`config.mk`:
```
export PLATFORM = sky130hd
export DESIGN_NAME = dar_core
export DESIGN_NICKNAME = d
export VERILOG_FILES = /design/src/include/dar_pkg.sv /design/src/core/dar_core.sv /design/src/core/dar_fifo.sv /design/src/core/dar_sync.sv
export SDC_FILE = /design/constraint.sdc
export NUM_CORES = 1
export LEC_CHECK = 0
export BUFFER_PORTS_ARGS = -buffer_cell sky130_fd_sc_hd__buf_2
export CORE_ASPECT_RATIO = 1.4
export CORE_UTILIZATION = 52
export DETAILED_ROUTE_END_ITERATION = 10
export HOLD_SLACK_MARGIN = 0.12
export PLACE_DENSITY = 0.69
export SYNTH_ARGS = -nofsm -noshare
export SYNTH_HDL_FRONTEND = slang
export SYNTH_SLANG_ARGS = --single-unit
```
`constraint.sdc`:
```
create_clock -name core_clk -period 3.7 [get_ports core_clk]
set_clock_uncertainty 0.15 [all_clocks]
set_input_delay 0.37 -clock core_clk [delete_from_list [all_inputs] [get_ports core_clk]]
set_output_delay 0.37 -clock core_clk [all_outputs]
set_load 0.03 [all_outputs]
```
`src/include/dar_pkg.sv`:
```
// Constants shared by the serial converter readout block.
`default_nettype none
package dar_pkg;
    // Result word and FIFO shape.
    localparam int WORD_W = 12;
    localparam int FIFO_DEPTH = 8;
    // Serial clock fall counter width.
    localparam int CNT_W = 5;
    // Serial clock falls counted from the select fall.
    localparam logic [CNT_W-1:0] FALL_NULL = 5'h02;
    localparam logic [CNT_W-1:0] FALL_MSB = 5'h03;
    localparam logic [CNT_W-1:0] FALL_LSB = 5'h0E;
    localparam logic [CNT_W-1:0] FALL_REPEAT = 5'h0F;
    localparam logic [CNT_W-1:0] FALL_LAST = 5'h19;
    localparam logic [CNT_W-1:0] FALL_OFF = 5'h1A;
    // Reset levels of the synchronised pins and of the sample word.
    localparam logic CS_N_RST = 1'b1;
    localparam logic SCLK_RST = 1'b0;
    localparam logic [WORD_W-1:0] WORD_RST = 12'h000;
    // Frame states.
    typedef enum logic [2:0] {
        DAR_IDLE,
        DAR_SAMPLE,
        DAR_SHIFT,
        DAR_REPEAT,
        DAR_DONE
    } dar_state_e;
endpackage : dar_pkg
`default_nettype wire

```
`src/core/dar_core.sv`:
```
// Serial readout and conversion sequencing of a 12-bit differential converter.
// What this block does
// - Select rise abandons the running conversion.
// - Each bit leaves as its step resolves.
// - Only a fresh select fall starts conversion.
// - Analog side sleeps once conversion completes.
// - After last bit, shifter sleeps, output floats.
// - Select low at fall fifteen extends output.
// - Select fall during clock high: one early.
// - Sampling lasts until second clock fall.
// - Null bit, then twelve bits MSB first.
// - Early rise floats after LSB; else repeat.
// - Result is twelve-bit two's complement.
// - Power down on select rise or fall fourteen.
`default_nettype none
module dar_core (
    // Clocking.
    input wire logic core_clk,
    input wire logic srst,
    input wire logic clk_en,
    // Serial link pins.
    input wire logic cs_n_pin,
    input wire logic sclk_pin,
    output logic dout,
    output logic dout_oe,
    // Analog front end samples, two's complement.
    input wire logic [dar_pkg::WORD_W-1:0] sample_data,
    input wire logic sample_valid,
    output logic sample_ready,
    // Power and status.
    output logic sampling,
    output logic analog_on,
    output logic shift_on,
    output logic sample_missing,
    output logic [dar_pkg::WORD_W-1:0] result,
    output logic result_valid
);
    import dar_pkg::*;

    // ****************************************
    // Pin synchronisation and edge detection.
    // ****************************************
    logic [1:0] pins_q;
    logic cs_prev_q;
    logic sclk_prev_q;
    dar_state_e state_q;
    dar_state_e state_d;
    logic [CNT_W-1:0] cnt_q;
    logic [CNT_W-1:0] cnt_d;
    logic [WORD_W-1:0] word_q;
    logic dout_q;
    logic dout_oe_q;
    logic sampling_q;
    logic analog_on_q;
    logic shift_on_q;
    logic missing_q;
    logic [WORD_W-1:0] result_q;
    logic result_valid_q;
    logic [WORD_W-1:0] fifo_data;
    logic fifo_valid;

    dar_sync #(
        .W(2),
        .RST_VAL({CS_N_RST, SCLK_RST})
    ) u_sync (
        .core_clk(core_clk),
        .srst(srst),
        .clk_en(clk_en),
        .pin_in({cs_n_pin, sclk_pin}),
        .level_q(pins_q)
    );

    wire cs_n_lvl = pins_q[1];
    wire sclk_lvl = pins_q[0];
    wire cs_fall = cs_prev_q && !cs_n_lvl;
    wire cs_rise = !cs_prev_q && cs_n_lvl;
    wire sclk_fall = sclk_prev_q && !sclk_lvl;

    always_ff @(posedge core_clk) begin
        if (srst) begin
            cs_prev_q <= CS_N_RST;
            sclk_prev_q <= SCLK_RST;
        end else if (clk_en) begin
            cs_prev_q <= cs_n_lvl;
            sclk_prev_q <= sclk_lvl;
        end
    end

    // ****************************************
    // Frame decode.
    // ****************************************
    // clock in frame only
    wire in_frame = (state_q != DAR_IDLE) && (state_q != DAR_DONE);
    wire step = sclk_fall && in_frame && !cs_rise && !cs_fall;
    wire [CNT_W-1:0] next_cnt = cnt_q + 5'h01;
    wire at_null = step && (next_cnt == FALL_NULL);
    wire at_shift = step && (next_cnt >= FALL_MSB) && (next_cnt <= FALL_LSB);
    wire at_repeat = step && (next_cnt >= FALL_REPEAT) && (next_cnt <= FALL_LAST);
    wire at_off = step && (next_cnt == FALL_OFF);
    wire at_lsb = step && (next_cnt == FALL_LSB);
    wire [3:0] msb_idx = 4'(FALL_LSB - next_cnt);
    wire [3:0] rep_idx = 4'(next_cnt - FALL_LSB);
    wire [3:0] bit_idx = at_repeat ? rep_idx : msb_idx;
    wire early = cs_fall && sclk_prev_q;

    // ****************************************
    // Frame state machine.
    // ****************************************
    always_comb begin
        state_d = state_q;
        cnt_d = cnt_q;
        if (cs_rise) begin
            state_d = DAR_IDLE;
            cnt_d = '0;
        end else if (cs_fall) begin
            state_d = DAR_SAMPLE;
            cnt_d = early ? 5'h01 : 5'h00;
        end else if (step) begin
            cnt_d = next_cnt;
            // The count ranges nest, so they are tested in priority order.
            if (next_cnt < FALL_NULL) begin
                state_d = DAR_SAMPLE;
            end else if (next_cnt <= FALL_LSB) begin
                state_d = DAR_SHIFT;
            end else if (next_cnt <= FALL_LAST) begin
                // select still low at fall fifteen
                state_d = DAR_REPEAT;
            end else begin
                state_d = DAR_DONE;
            end
        end
    end

    always_ff @(posedge core_clk) begin
        if (srst) begin
            state_q <= DAR_IDLE;
            cnt_q <= '0;
        end else if (clk_en) begin
            state_q <= state_d;
            cnt_q <= cnt_d;
        end
    end

    // ****************************************
    // Sample capture from the FIFO.
    // ****************************************
    // sample closes at second fall
    wire take = clk_en && at_null;

    dar_fifo #(
        .WIDTH(WORD_W),
        .DEPTH(FIFO_DEPTH)
    ) u_fifo (
        .core_clk(core_clk),
        .srst(srst),
        .clk_en(clk_en),
        .in_data(sample_data),
        .in_valid(sample_valid),
        .in_ready(sample_ready),
        .out_data(fifo_data),
        .out_valid(fifo_valid),
        .out_ready(at_null)
    );

    always_ff @(posedge core_clk) begin
        if (srst) begin
            word_q <= WORD_RST;
            missing_q <= 1'b0;
        end else if (take) begin
            word_q <= fifo_valid ? fifo_data : WORD_RST;
            missing_q <= !fifo_valid;
        end
    end

    // ****************************************
    // Serial output.
    // ****************************************
    // bit driven on its own step
    always_ff @(posedge core_clk) begin
        if (srst) begin
            dout_q <= 1'b0;
        end else if (clk_en && (at_shift || at_repeat)) begin
            dout_q <= word_q[bit_idx];
        end else if (clk_en && at_null) begin
            dout_q <= 1'b0;
        end
    end

    always_ff @(posedge core_clk) begin
        if (srst) begin
            dout_oe_q <= 1'b0;
        end else if (clk_en && (cs_rise || cs_fall || at_off)) begin
            dout_oe_q <= 1'b0;
        end else if (clk_en && at_null) begin
            dout_oe_q <= 1'b1;
        end
    end

    // ****************************************
    // Power sequencing and result.
    // ****************************************
    always_ff @(posedge core_clk) begin
        if (srst) begin
            sampling_q <= 1'b0;
            analog_on_q <= 1'b0;
            shift_on_q <= 1'b0;
        end else if (clk_en) begin
            sampling_q <= cs_fall || (sampling_q && !at_null && !cs_rise);
            // power down at select rise or fall fourteen
            analog_on_q <= cs_fall || (analog_on_q && !at_lsb && !cs_rise);
            shift_on_q <= cs_fall || (shift_on_q && !at_off && !cs_rise);
        end
    end

    always_ff @(posedge core_clk) begin
        if (srst) begin
            result_q <= WORD_RST;
            result_valid_q <= 1'b0;
        end else if (clk_en) begin
            result_valid_q <= at_lsb;
            if (at_lsb) begin
                result_q <= word_q;
            end
        end
    end

    assign dout = dout_q;
    assign dout_oe = dout_oe_q;
    assign sampling = sampling_q;
    assign analog_on = analog_on_q;
    assign shift_on = shift_on_q;
    assign sample_missing = missing_q;
    assign result = result_q;
    assign result_valid = result_valid_q;
endmodule : dar_core
`default_nettype wire

```
`src/core/dar_fifo.sv`:
```
// Sample FIFO with valid and ready on both sides.
`default_nettype none
module dar_fifo #(
    parameter int WIDTH = 12,
    parameter int DEPTH = 8
) (
    // Clocking.
    input wire logic core_clk,
    input wire logic srst,
    input wire logic clk_en,
    // Fill side.
    input wire logic [WIDTH-1:0] in_data,
    input wire logic in_valid,
    output logic in_ready,
    // Drain side.
    output logic [WIDTH-1:0] out_data,
    output logic out_valid,
    input wire logic out_ready
);
    localparam int AW = $clog2(DEPTH);
    logic [WIDTH-1:0] mem [DEPTH];
    logic [AW-1:0] wr_q;
    logic [AW-1:0] rd_q;
    logic [AW:0] cnt_q;
    wire push = clk_en && in_valid && in_ready;
    wire pop = clk_en && out_valid && out_ready;

    assign in_ready = (cnt_q != (AW+1)'(DEPTH));
    assign out_valid = (cnt_q != '0);
    assign out_data = mem[rd_q];

    always_ff @(posedge core_clk) begin
        if (push) begin
            mem[wr_q] <= in_data;
        end
    end

    always_ff @(posedge core_clk) begin
        if (srst) begin
            wr_q <= '0;
            rd_q <= '0;
            cnt_q <= '0;
        end else begin
            if (push) begin
                wr_q <= (wr_q == AW'(DEPTH - 1)) ? '0 : wr_q + 1'b1;
            end
            if (pop) begin
                rd_q <= (rd_q == AW'(DEPTH - 1)) ? '0 : rd_q + 1'b1;
            end
            cnt_q <= cnt_q + (AW+1)'(push) - (AW+1)'(pop);
        end
    end
endmodule : dar_fifo
`default_nettype wire

```
`src/core/dar_sync.sv`:
```
// Three-stage pin synchroniser with agreement filter, one per bit.
`default_nettype none
module dar_sync #(
    parameter int W = 2,
    parameter logic [W-1:0] RST_VAL = '0
) (
    // Clocking.
    input wire logic core_clk,
    input wire logic srst,
    input wire logic clk_en,
    // Pins and filtered levels.
    input wire logic [W-1:0] pin_in,
    output logic [W-1:0] level_q
);
    genvar gi;
    generate
        for (gi = 0; gi < W; gi++) begin : g_bit
            logic s1_q;
            logic s2_q;
            logic s3_q;
            logic lvl_q;
            always_ff @(posedge core_clk) begin
                if (srst) begin
                    s1_q <= RST_VAL[gi];
                    s2_q <= RST_VAL[gi];
                    s3_q <= RST_VAL[gi];
                end else if (clk_en) begin
                    s1_q <= pin_in[gi];
                    s2_q <= s1_q;
                    s3_q <= s2_q;
                end
            end
            // A change counts only once the last two stages agree.
            always_ff @(posedge core_clk) begin
                if (srst) begin
                    lvl_q <= RST_VAL[gi];
                end else if (clk_en && (s2_q == s3_q)) begin
                    lvl_q <= s3_q;
                end
            end
            assign level_q[gi] = lvl_q;
        end
    endgenerate
endmodule : dar_sync
`default_nettype wire

```
; After elaboration in Yosys (flattened, before gate mapping)
; Memory sizes are Yosys's and may differ from the RTL's. A register that Yosys moved wholly into a read port is not among the register bits.
; Cells that the tools add are included.
; Widths: inputs -> output; s select.
[op_classes]
n_addsub = 7
n_lt_le_gt_ge = 6
eq_ne = 9
muxes = 22
reduce_logical = 52
[op_table]
columns = operator, n
row1 = $logic_and 1x1->1, 30
row2 = $mux 3, 10
row3 = $mux 5, 3
row4 = $mux 12, 1
row5 = $logic_not 1->1, 9
row6 = $add 3x1->3 const B, 2
row7 = $eq 3x3->1 const B, 2
row8 = $logic_or 1x1->1, 6
row9 = $mux 1, 6
row10 = $reduce_bool 3->1, 2
row11 = $add 5x1->5 const B, 1
row12 = $eq 5x2->1 const B, 1
row13 = $eq 5x4->1 const B, 1
row14 = $eq 5x5->1 const B, 1
row15 = $ge 5x2->1 const B, 1
row16 = $ge 5x4->1 const B, 1
row17 = $le 5x4->1 const B, 1
row18 = $le 5x5->1 const B, 1
row19 = $lt 4x5->1 const B, 1
row20 = $lt 5x2->1 const B, 1
row21 = $add 4x1->4, 1
row22 = $bmux 1 s4, 1
row23 = $mux 4, 1
row24 = $ne 4x4->1 const B, 1
row25 = 9 further kinds, 11
[totals]
ff_bits = 59
ramBits = 96
inputBits = 18
out_inout_bits = 20
elab_cells = 121
mem_count = 1
[memory_table]
columns = name, depth, word_bits, rd, rd_ports_with_merged_regs, wr, line
row1 = u_fifo.mem, 8, 12, 1, 1, 1, dar_fifo.sv:21  ; logic [WIDTH-1:0] mem [DEPTH];

; Longest topological paths before layout
; Gate-level depths: netlist (run 1).
[depth]
word_depth = 11
ltp_mapped = 15
mapped_depth_nobuf = 14

; Hierarchy
; From an unflattened synthesis (run 1), not the netlist that was laid out.
[hier_totals]
hier_cells = 505
hier_area_um2 = 6899.1
[modules_own_cells]
columns = module, instances, cells_per_inst, area_each_um2
row1 = dar_fifo, 1, 212, 4425.5
row2 = dar_core, 1, 259, 2148.3
row3 = dar_sync, 1, 34, 325.3

; Least setup slack after synthesis (run 1)
; No wires, ideal clock.
[synth_path]
kind = reg2reg
start = register cnt_q[0]
end = register dout_q, in the netlist dout
t_arrival_ps = 3182
setup_slack_ps = 294
path_stages_with_launch = 14
path_buffers = 2
synth_period_minus_slack_ps = 3406
path_cell_list = dfxtp_1 buf_2 clkinv_1 ha_1 buf_1 inv_1 ha_1 inv_1 o21ai_0 o211ai_1 a31oi_1 a211o_1 a221o_1 o211ai_2
[synth_between]
elab_chain_len = 8
[synth_lines]
columns = element, line
row1 = start: declaration, dar_core.sv:48  ; logic [CNT_W-1:0] cnt_q;
row2 = start signal: assignment, dar_core.sv:140  ; cnt_q <= cnt_d;
row3 = $add 5x1->5 (*), dar_core.sv:95  ; wire [CNT_W-1:0] next_cnt = cnt_q + 5'h01;
row4 = $ge 5x4->1, dar_core.sv:98  ; wire at_repeat = step && (next_cnt >= FALL_REPEAT) && (next_cnt <= FALL_LAST);
row5 = $logic_and 1x1->1 (2 in series), dar_core.sv:98
row6 = $mux 4, dar_core.sv:103  ; wire [3:0] bit_idx = at_repeat ? rep_idx : msb_idx;
row7 = $bmux 1 s4, dar_core.sv:183  ; dout_q <= word_q[bit_idx];
row8 = $mux 1 (implied by the code), dar_core.sv:183
row9 = $mux 1, dar_core.sv:182  ; end else if (clk_en && (at_shift || at_repeat)) begin
row10 = end signal: assignment, dar_core.sv:183
row11 = end: declaration, dar_core.sv:51  ; logic dout_q;
; Every way passes the cells marked *; elsewhere a longest branch is shown, timed or not. The select of a mux whose other input is x is not followed.
; A chain may end at the register's enable or synchronous reset.

; Worst setup path after layout (run 1)
[layout_path]
start = register cnt_q[0]
end = register u_fifo.cnt_q[2]
[layout_between]
elab_chain_len = 5
[layout_lines]
columns = element, line
row1 = $add 5x1->5, dar_core.sv:95
row2 = $eq 5x2->1, dar_core.sv:96  ; wire at_null = step && (next_cnt == FALL_NULL);
row3 = $logic_and 1x1->1, dar_core.sv:96
row4 = $logic_and 1x1->1, dar_fifo.sv:26  ; wire pop = clk_en && out_valid && out_ready;
row5 = $sub 4x1->4, dar_fifo.sv:50  ; cnt_q <= cnt_q + (AW+1)'(push) - (AW+1)'(pop);
row6 = end signal: assignment, dar_fifo.sv:50
row7 = end: declaration, dar_fifo.sv:24  ; logic [AW:0] cnt_q;
; Every way passes these cells.

==> flow_metrics.env, run 1 <==
export IMPL_post_dp_hpwl_microns=9120
export IMPL_ant_nets=0
export IMPL_synth_warnings=0
export IMPL_path_cells="ha_1 -> xnor2_1 -> nand2_1 -> nor2_1 -> nand3_1 -> a21oi_2 -> ha_1 -> inv_1 -> ha_1 -> inv_1 -> fa_1 -> xor2_1 -> nor2_1"
export IMPL_grt_max_degree=54
export IMPL_period_share_pct=87.3
export IMPL_synth_cell_area_sq_mm=0.00677
export IMPL_layout_commonest_cell="edfxtp_1"
export IMPL_area_growth_syn_to_layout_pct=17.1
export IMPL_root_buffer="clkbuf_16"
export IMPL_firstDrtPassIters=9
export IMPL_grt_ovfl_total=0
export IMPL_synthArstFlopShare_pct=0
export IMPL_routedWlPerCell_microns=18.4
export IMPL_hold_path_class="in -> reg"
export IMPL_cp_num_buf_inv=2
export IMPL_endpoint_kind="flip-flop"
export IMPL_synth_fp_nets=553
export IMPL_post_cts_repair_setup_buffers=0
export IMPL_cts_buffers=17
export IMPL_gp_congestion=0.860
export IMPL_finish_utilization_pct=63.5
export IMPL_maxCapViolCount=0
export IMPL_synth_seq_cells=157
export IMPL_diodes=0
export IMPL_drcViolationCount=2
export IMPL_drv_slew=0
export IMPL_cts_tree="built"
export IMPL_rows=48
export IMPL_cts_clk_slew_worst_paths_ns=0.07
export IMPL_fmax_ghz=0.310
export IMPL_path_common_cell="ha_1"
export IMPL_wl_microns=13600
export IMPL_p_per_area_mw_per_mm2=493
export IMPL_io_pins=38
export IMPL_drive_gt1_share_pct=22.7
export IMPL_grt_usage_pct=22.1
export IMPL_grt_first_pass_wirelength_microns=21900
export IMPL_initial_utilization_pct=54.2
export IMPL_start_kind="flip-flop"
export IMPL_slew_headroom_pct=54.3
export IMPL_die_area_sq_mm=0.0135
export IMPL_ctsHoldBuffers=14
export IMPL_vias=4267
export IMPL_worstPathRequired_ns=3.84
export IMPL_layout_common_cells="edfxtp_1 (96), dfxtp_1 (61), nor2_1 (49)"
export IMPL_fillerInstances=938
export IMPL_htreeDepth=4
export IMPL_power_leakage_nw=2.93
export IMPL_status="finished with violations"
export IMPL_dieWidth_microns=98.4
export IMPL_yosysUniqueCellTypes=51
export IMPL_clockBufferDepth=2
export IMPL_ir_worst_vdd_v=0.000441
export IMPL_clock_sinks=157
export IMPL_syn_avg_cell_area_sq_um=13.2
export IMPL_critPathMaxStageDelay_ns=0.55
export IMPL_grt_antenna_before_repair=0
export IMPL_hold_ws_ns=0.284
export IMPL_synth_edff_count=96
export IMPL_rsz0062_at_grt="false"
export IMPL_path_max_fanout=7
export IMPL_yosysSeqAreaShare_pct=60.6
export IMPL_drt_iter0_drc=196
export IMPL_fin_nets=618
export IMPL_critPathKind="reg -> reg"
export IMPL_synth_cells=513
export IMPL_clock_latency_ns=0.42
export IMPL_crit_family="adder cells"
export IMPL_worst_pin_slew_ns=0.683
export IMPL_finalHoldViolCount=0
export IMPL_cts_resized=0
export IMPL_die_y_microns=137
export IMPL_arrival_ns=3.37
export IMPL_core_area_sq_mm=0.0125
export IMPL_cp_slowest_cell="xnor2_1"
export IMPL_tns_ns=0
export IMPL_io_buffer_count=37
export IMPL_vias_per_cell=5.76
export IMPL_setup_viol=0
export IMPL_synth_ff_type="edfxtp_1"
export IMPL_period_minus_slack_ns=3.23
export IMPL_grt_pass1_vias=4333
export IMPL_failed_checks="design-rule violations"
[registers in the layout, summed over array words and instances, names as in the netlist, 3 cells and up, named ones only]
register	flops
cnt_q	5
result	12
u_fifo.cnt_q	4
u_fifo.mem	96
u_fifo.rd_q	3
u_fifo.wr_q	3
word_q	12
[final timing paths]
kind / startpoint / to / slack (ns) / depth (start not counted)
setup / recovery: cnt_q[0] / u_fifo.cnt_q[2] / 0.47 / 13
setup reg to reg: cnt_q[0] / u_fifo.cnt_q[2] / 0.47 / 13
hold / removal: clk_en / cs_prev_q / 0.28 / 3
hold reg to reg: sampling / sampling / 0.30 / 2
[cells by family (layout without fill, tap and decap cells)]
group / Yosys count / in the layout / synth area share, %
muxes: 67 / 67 / 14.6
adders and majority gates: 22 / 22 / 4.18
and+or+nand+nor: 133 / 133 / 8.78
DFF: 157 / 157 / 60.6
buffers and inverters: 43 / 121 / 2.48
xor gates and xnor gates: 7 / 7 / 0.906
AOI/OAI and AO/OA: 84 / 84 / 8.39
[power breakdown]
group	total (mW)	switching, mW	internal (mW)	leakage, nW
Clock	1.74	0.725	1.02	0.296
Combinational	0.252	0.148	0.104	1.28
Sequential	1.91	0.0193	1.89	1.36
Total	3.90	0.892	3.01	2.93
[metrics by stage]
stage          setup slack, ns  cell area (sq um)  cells  total power, mW
2_1_floorplan            0.294               6770    513             2.11
3_3_place_gp             0.587               7190    695             2.18
3_5_place_dp             0.479               7190    695             2.19
4_1_cts                  0.434               7930    741             3.93
5_1_grt                  0.135               7930    741             4.04
6_report                 0.471               7930    741             3.90
[cell type report]
type	count	area (sq um)	share of cell area (%)
Inverter	20	75.1	0.947
Sequential cell	157	4100	51.8
Tap cell	150	188	2.37
Clock buffer	17	425	5.37
Multi-Input combinational cell	313	2500	31.6
Timing Repair Buffer	69	460	5.81
Clock inverter	15	170	2.15
[Yosys cell counts (2+ instances only)]
library cell   n  area share, %
and2_1         2           0.18
a31o_2         2           0.26
nor4_1         3           0.28
o2111ai_1      2           0.26
a21oi_1       29            2.1
xnor2_1        5           0.65
edfxtp_1      96             43
nor2_1        49            2.7
mux4_2        24            8.0
a221o_1        2           0.30
nand3b_1       2           0.22
a31oi_1        2           0.18
ha_1          21            3.9
nand2_1       43            2.4
a22oi_1       12            1.3
dfxtp_1       61             18
buf_1          4           0.22
buf_2          5           0.37
o21ai_0       11           0.81
o31ai_1        2           0.22
a21o_1         3           0.33
nor3_1         8           0.59
nand2b_1       4           0.37
nand4_1        3           0.28
nand3_1       12           0.89
nor3b_1        2           0.22
inv_1         18            1.0
a211oi_1       6           0.67
mux2_2        12            2.0
xor2_1         2           0.26
mux2i_1       30            4.4
o211ai_1       4           0.44
clkbuf_1      14           0.78
[metal layers]
metal / GRT usage [%] / routed length, microns / vias up
li1: - / - / 2051
met1: 23.9 / 5270 / 2098
met2: 40.8 / 7390 / 82
met3: 4.80 / 482 / 36
met4: 10.9 / 467 / 0
met5: 0 / 0 / -
[tightest hold or removal path, cell delays in order]
cell,delay [ns]
buf_2,0.24
nand2_1,0.12
o211ai_1,0.07
No activity file was read; power rests on OpenSTA's default activity.
==> run 2: changes to the inputs <==
SYNTH_HIERARCHICAL = 1   (was default)
==> run 2 against run 1 <==
  * The flow now finishes without violations
  * Critical path depth unchanged
  * Area after synthesis up 1.9%
  * Fmax down 5.0%
  * Core utilization down 1.9 points
  * Synthesized cell count down 1.6%
  * Worst setup slack worse by 0.17 ns
  * First-iteration DRC count down 11%
  * Worst hold slack worse by 0.018 ns
  * Cell count down 2.3%
  * Register-to-register slack worse by 0.17 ns
  * Global-route usage down 1.7 points
  * Count of clock-buffer cells in the layout unchanged
==> flow_metrics.env, run 2 <==
export IMPL_arrival_ns=3.57
export IMPL_synth_cell_area_sq_mm=0.00690
export IMPL_diodes=0
export IMPL_root_buffer="clkbuf_16"
export IMPL_p_per_area_mw_per_mm2=473
export IMPL_worstPathRequired_ns=3.87
export IMPL_grt_pass1_vias=4151
export IMPL_core_area_sq_mm=0.0129
export IMPL_drcViolationCount=0
export IMPL_initial_utilization_pct=53.6
export IMPL_post_dp_hpwl_microns=8400
export IMPL_cp_num_cells=13
export IMPL_clock_latency_ns=0.42
export IMPL_fillerInstances=982
export IMPL_start_kind="flip-flop"
export IMPL_crit_family="compound AO/OA/AOI/OAI gates"
export IMPL_largest_reg_flops=96
export IMPL_period_minus_slack_ns=3.40
export IMPL_synth_seq_cells=157
export IMPL_slew_headroom_pct=25.7
export IMPL_firstDrtPassIters=6
export IMPL_synth_cells=505
export IMPL_wl_microns=13000
export IMPL_tns_ns=0
export IMPL_synthArstFlopShare_pct=0
export IMPL_hold_path_class="in -> reg"
export IMPL_critPathMaxStageDelay_ns=0.49
export IMPL_finalHoldViolCount=0
export IMPL_grt_ovfl_total=0
export IMPL_grt_usage_pct=20.4
export IMPL_drive_gt1_share_pct=20.1
export IMPL_synth_common_cells="edfxtp_1 (96), dfxtp_1 (61), a21oi_1 (33)"
export IMPL_cts_tree="built"
export IMPL_cts_clk_slew_worst_paths_ns=0.07
export IMPL_fin_nets=598
export IMPL_layout_common_cells="edfxtp_1 (96), dfxtp_1 (61), buf_2 (37)"
export IMPL_routedWlPerCell_microns=17.9
export IMPL_min_to="u_fifo/wr_q[1]"
export IMPL_syn_avg_cell_area_sq_um=13.7
export IMPL_period_share_pct=91.9
export IMPL_post_cts_repair_setup_buffers=0
export IMPL_drt_iter0_drc=174
export IMPL_clock_sinks=157
export IMPL_layout_commonest_cell="edfxtp_1"
export IMPL_power_leakage_nw=2.95
export IMPL_final_area_sq_mm=0.00793
export IMPL_min_path_cells=3
export IMPL_area_growth_syn_to_layout_pct=14.9
export IMPL_rsz0062_at_grt="false"
export IMPL_path_max_fanout=9
export IMPL_r2r_end="dout"
export IMPL_yosys_area_top_type="edfxtp_1"
export IMPL_dpl_instance_area_sq_mm=0.00723
export IMPL_io_pins=38
export IMPL_finish_utilization_pct=61.6
export IMPL_die_area_sq_mm=0.0137
export IMPL_fmax_ghz=0.294
export IMPL_yosysUniqueCellTypes=66
export IMPL_cts_buffers=17
export IMPL_ys_top_cells_by_area="edfxtp_1 (42%), dfxtp_1 (18%), mux4_1 (8.8%)"
export IMPL_cp_num_buf_inv=1
export IMPL_grt_max_degree=67
export IMPL_hp_start="sample_valid"
export IMPL_ant_nets=0
export IMPL_worst_pin_slew_ns=1.11
export IMPL_setup_viol=0
export IMPL_synth_fp_nets=545
export IMPL_synth_edff_count=96
export IMPL_vias=4235
export IMPL_ir_worst_vdd_v=0.000289
export IMPL_gp_congestion=0.946
export IMPL_die_y_microns=138
export IMPL_synth_ff_type="edfxtp_1"
export IMPL_critPathKind="reg -> reg"
export IMPL_drv_slew=0
export IMPL_grt_first_pass_wirelength_microns=21000
export IMPL_yosysMostFrequentCell="edfxtp_1"
export IMPL_worstRegToRegCells=13
export IMPL_dieWidth_microns=99.4
export IMPL_htreeDepth=4
export IMPL_r2r_slack_ns=0.30
export IMPL_cp_slowest_cell="dfxtp_1"
export IMPL_io_buffer_count=37
export IMPL_status="complete, no violations"
export IMPL_vias_per_cell=5.85
export IMPL_r2r_start="cnt_q[1]"
export IMPL_synth_warnings=6
export IMPL_grt_antenna_before_repair=0
export IMPL_path_cells="ha_2 -> xnor2_2 -> inv_1 -> ha_1 -> nand3b_1 -> nand4b_1 -> o31ai_1 -> nor2_2 -> mux2i_4 -> a31oi_1 -> a31oi_1 -> nand4b_1 -> a311oi_1"
export IMPL_top_register="u_fifo/mem"
export IMPL_yosysTopAreaCellShare_pct=41.8
export IMPL_rows=49
export IMPL_yosysSeqAreaShare_pct=59.5
export IMPL_maxCapViolCount=0
export IMPL_clockBufferDepth=2
export IMPL_endpoint_kind="flip-flop"
==> run 2: cell count changes in the layout (fill, tap and decap cells not counted), sizes merged, moves of 4 or more <==
cell    before  now
a22oi       12    1
buf         55   51
mux2i       30   24
nand2       43   30
nand2b       4   10
nand3       13   22
nand4b       0    5
nor2        49   31
nor2b        1    6
o211ai       5    1
==> run 2: cells by family (layout without fill, tap and decap cells) <==
| family | count (synthesis) | count (layout) | synth area share [%] |
|---|---|---|---|
| AOI/OAI and AO/OA | 71 | 71 | 6.33 |
| xor gates and xnor gates | 6 | 6 | 0.871 |
| adders and majority gates | 22 | 22 | 4.10 |
| buffers and inverters | 49 | 115 | 3.46 |
| DFF | 157 | 157 | 59.5 |
| muxes | 64 | 64 | 15.4 |
| and+or+nand+nor | 136 | 136 | 10.3 |
==> run 2: area by class of cell <==
type	count	area, sq um	share of cell area, %
flip-flops and latches	157	4100	51.8
multi-input cells	299	2580	32.6
repair buffers	65	430	5.43
clock buffers	17	425	5.36
well taps	153	191	2.41
clock inverters	15	129	1.63
inverters	18	67.6	0.852
==> run 2: metrics by stage <==
stage          worst slack [ns]  power (mW)  hold slack (ns)  instances
3_3_place_gp              0.439        2.15            0.291        678
6_report                  0.300        3.75            0.265        724
5_1_grt                  0.0809        3.89            0.299        724
2_1_floorplan             0.524        2.08            0.286        505
4_1_cts                   0.282        3.78            0.252        724
3_5_place_dp              0.298        2.16            0.306        678
==> run 2: where the power goes <==
group / switching, mW / internal, mW
Clock: 0.738 / 0.885
Sequential: 0.0169 / 1.89
Combinational: 0.132 / 0.0902
Total: 0.887 / 2.86
==> run 2: how the worst max path moves through the flow <==
stage               slack (ns)     start    to
finish                    0.30  cnt_q[1]  dout
global route              0.08  cnt_q[1]  dout
CTS                       0.28  cnt_q[1]  dout
detailed placement        0.30  cnt_q[1]  dout
global placement          0.44  cnt_q[1]  dout
floorplan                 0.52  cnt_q[1]  dout
==> run 2: layer usage <==
| layer | GRT usage (%) | up-vias | routed length (microns) |
|---|---|---|---|
| li1 | - | 2010 | - |
| met1 | 22.6 | 2081 | 4980 |
| met2 | 36.5 | 115 | 7130 |
| met3 | 4.35 | 29 | 478 |
| met4 | 10.1 | 0 | 397 |
| met5 | 0 | - | 0 |
==> run 2: timing repair <==
action,in CTS,in global routing
hold endpoints to repair,98,0
resized for setup,0,1
hold buffers,14,0
setup endpoints to repair,0,1
==> run 2: worst register-to-register path: stages, from the launching register on <==
cell and delay (ns):
dfxtp_1 0.49, ha_2 0.37, xnor2_2 0.19, inv_1 0.10, ha_1 0.24, nand3b_1 0.09, nand4b_1 0.15, o31ai_1 0.41
nor2_2 0.17, mux2i_4 0.28, a31oi_1 0.07, a31oi_1 0.21, nand4b_1 0.11, a311oi_1 0.27
==> run 3: changes to the inputs <==
ABC_AREA = 1   (was default)
PLACE_DENSITY = 0.68   (was 0.69)
==> run 3 against run 2 <==
  * First-iteration DRC count rose by 61%
  * Synthesized cell count rose by 66%
  * Global-route usage rose by 3.2 points
  * Fmax rose by 3.7%
  * Cell count rose by 50%
  * Sequential power barely moved
  * Combinational power rose by 44%
  * Count of clock-buffer cells in the layout rose by 3
  * Critical path depth did not move
  * Clock power barely moved
  * Critical endpoint is now u_fifo/cnt_q[1]
==> flow_metrics.env, run 3 <==
export IMPL_status="complete, no violations"
export IMPL_routedWlPerCell_microns=14.9
export IMPL_synth_cell_area_sq_mm=0.00745
export IMPL_period_minus_slack_ns=3.28
export IMPL_slew_headroom_pct=38.4
export IMPL_power_leakage_nw=3.81
export IMPL_layout_common_cells="nand2_1 (217), inv_1 (155), edfxtp_1 (96)"
export IMPL_yosysTopAreaCellShare_pct=38.7
export IMPL_post_dp_hpwl_microns=10500
export IMPL_initial_utilization_pct=53.3
export IMPL_tns_ns=0
export IMPL_maxCapViolCount=0
export IMPL_worstRegToRegCells=13
export IMPL_clock_latency_ns=0.41
export IMPL_worst_pin_slew_ns=0.922
export IMPL_drive_gt1_share_pct=14.4
export IMPL_ant_nets=0
export IMPL_drv_slew=0
export IMPL_io_buffer_count=37
export IMPL_firstDrtPassIters=6
export IMPL_root_buffer="clkbuf_16"
export IMPL_synth_edff_count=96
export IMPL_fmax_ghz=0.305
export IMPL_core_area_sq_mm=0.0140
export IMPL_dpl_instance_area_sq_mm=0.00781
export IMPL_fin_cells=1085
export IMPL_vias_per_cell=5.07
export IMPL_gp_congestion=0.865
export IMPL_fin_nets=927
export IMPL_die_y_microns=144
export IMPL_synth_cells=836
export IMPL_p_per_area_mw_per_mm2=455
export IMPL_grt_max_degree=49
export IMPL_drcViolationCount=0
export IMPL_rsz0062_at_grt="false"
export IMPL_post_cts_repair_setup_buffers=0
export IMPL_setup_viol=0
export IMPL_grt_first_pass_wirelength_microns=26000
export IMPL_arrival_ns=3.44
export IMPL_endpoint_kind="flip-flop"
export IMPL_yosysUniqueCellTypes=44
export IMPL_synthArstFlopShare_pct=0
export IMPL_final_area_sq_mm=0.00852
export IMPL_dieWidth_microns=103
export IMPL_htreeDepth=4
export IMPL_drt_iter0_drc=280
export IMPL_synth_common_cells="nand2_1 (217), inv_1 (153), edfxtp_1 (96)"
export IMPL_period_share_pct=88.7
export IMPL_dp_cells=1038
export IMPL_vias=5499
export IMPL_diodes=0
export IMPL_top_register="u_fifo/mem"
export IMPL_yosysMostFrequentCell="nand2_1"
export IMPL_grt_antenna_before_repair=0
export IMPL_io_pins=38
export IMPL_yosysSeqAreaShare_pct=55.1
export IMPL_wl_microns=16200
export IMPL_cts_tree="built"
export IMPL_rows=51
export IMPL_largest_reg_flops=96
export IMPL_start_kind="flip-flop"
export IMPL_area_growth_syn_to_layout_pct=14.3
export IMPL_cts_resized=0
export IMPL_critPathKind="reg -> reg"
export IMPL_synth_warnings=6
export IMPL_grt_usage_pct=23.6
export IMPL_synth_ff_type="edfxtp_1"
export IMPL_ir_worst_vdd_v=0.000326
export IMPL_path_max_fanout=8
export IMPL_min_path_cells=5
export IMPL_grt_ovfl_total=0
export IMPL_ys_top_cells_by_area="edfxtp_1 (39%), dfxtp_1 (16%), nand2_1 (11%)"
export IMPL_synth_seq_cells=157
export IMPL_finalHoldViolCount=0
export IMPL_syn_avg_cell_area_sq_um=8.92
export IMPL_clock_sinks=157
export IMPL_hold_path_class="in -> reg"
export IMPL_cts_clk_slew_worst_paths_ns=0.06
export IMPL_yosys_area_top_type="edfxtp_1"
export IMPL_clockBufferDepth=2
export IMPL_synth_fp_nets=876
export IMPL_worstPathRequired_ns=3.86
export IMPL_layout_commonest_cell="nand2_1"
export IMPL_grt_pass1_vias=5426
export IMPL_cts_buffers=17
export IMPL_die_area_sq_mm=0.0148
## run 3: logic make-up (layout without fill, tap and decap cells)
kind of cell               Yosys count  count (layout)  share of synthesized area (%)
and+or+nand+nor                    371             371                           22.2
buffers and inverters              192             256                           10.7
DFF                                157             157                           55.1
AOI/OAI and AO/OA                   87              87                           7.47
adders and majority gates           22              22                           3.79
xor gates and xnor gates             5               5                          0.588
muxes                                2               2                          0.269
## run 3: repair_timing
item | CTS | global route
endpoints found under the hold margin | 102 | 0
setup endpoints to repair | 0 | 0
hold buffers | 15 | 0
## run 3: area by class of cell
cell class | instances | area, sq um
Clock buffer | 20 | 478
Clock inverter | 12 | 81.3
Fill cell | 1172 | 5460
Inverter | 160 | 603
Multi-Input combinational cell | 487 | 2600
Sequential cell | 157 | 4100
Tap cell | 185 | 231
Timing Repair Buffer | 64 | 425
## run 3: layer usage
metal | track usage, % | vias to the layer above | wire length (microns)
met2 | 43.6 | 125 | 8760
met1 | 25.9 | 2570 | 6380
met3 | 3.84 | 34 | 521
met5 | 0 | - | 0
li1 | - | 2770 | -
met4 | 10.8 | 0 | 499
## run 3: path summary, 6_finish.rpt
path | slack (ns) | to | startpoint
min | 0.23 | u_fifo/wr_q[2] | sample_valid
max | 0.42 | u_fifo/cnt_q[1] | u_sync/g_bit[1].lvl_q
min reg2reg | 0.29 | result[2] | result[2]
max reg2reg | 0.42 | u_fifo/cnt_q[1] | u_sync/g_bit[1].lvl_q
## run 3: power breakdown
group / switching (mW) / internal, mW
registers: 0.0247 / 1.90
clock network: 0.697 / 0.938
logic: 0.213 / 0.107
## run 3: worst max-delay path: stages, from the launching register on
cell and delay, ns:
dfxtp_1 0.40, inv_1 0.07, ha_1 0.27, nor2_2 0.29
o211ai_4 0.19, nor4_4 0.30, nand2_1 0.12, a21oi_1 0.30
ha_1 0.30, inv_1 0.06, ha_1 0.19, fa_1 0.44
inv_1 0.06, nor2_1 0.03
## run 3: stage by stage
step	worst slack (ns)	total power [mW]	utilization [%]	hold slack (ns)
floorplan	0.803	2.17	-	0.279
global placement	0.605	2.25	55.9	0.283
detailed placement	0.477	2.27	55.9	0.289
CTS	0.445	3.90	61.0	0.213
global route	0.220	4.02	61.0	0.269
finish	0.420	3.88	61.0	0.231
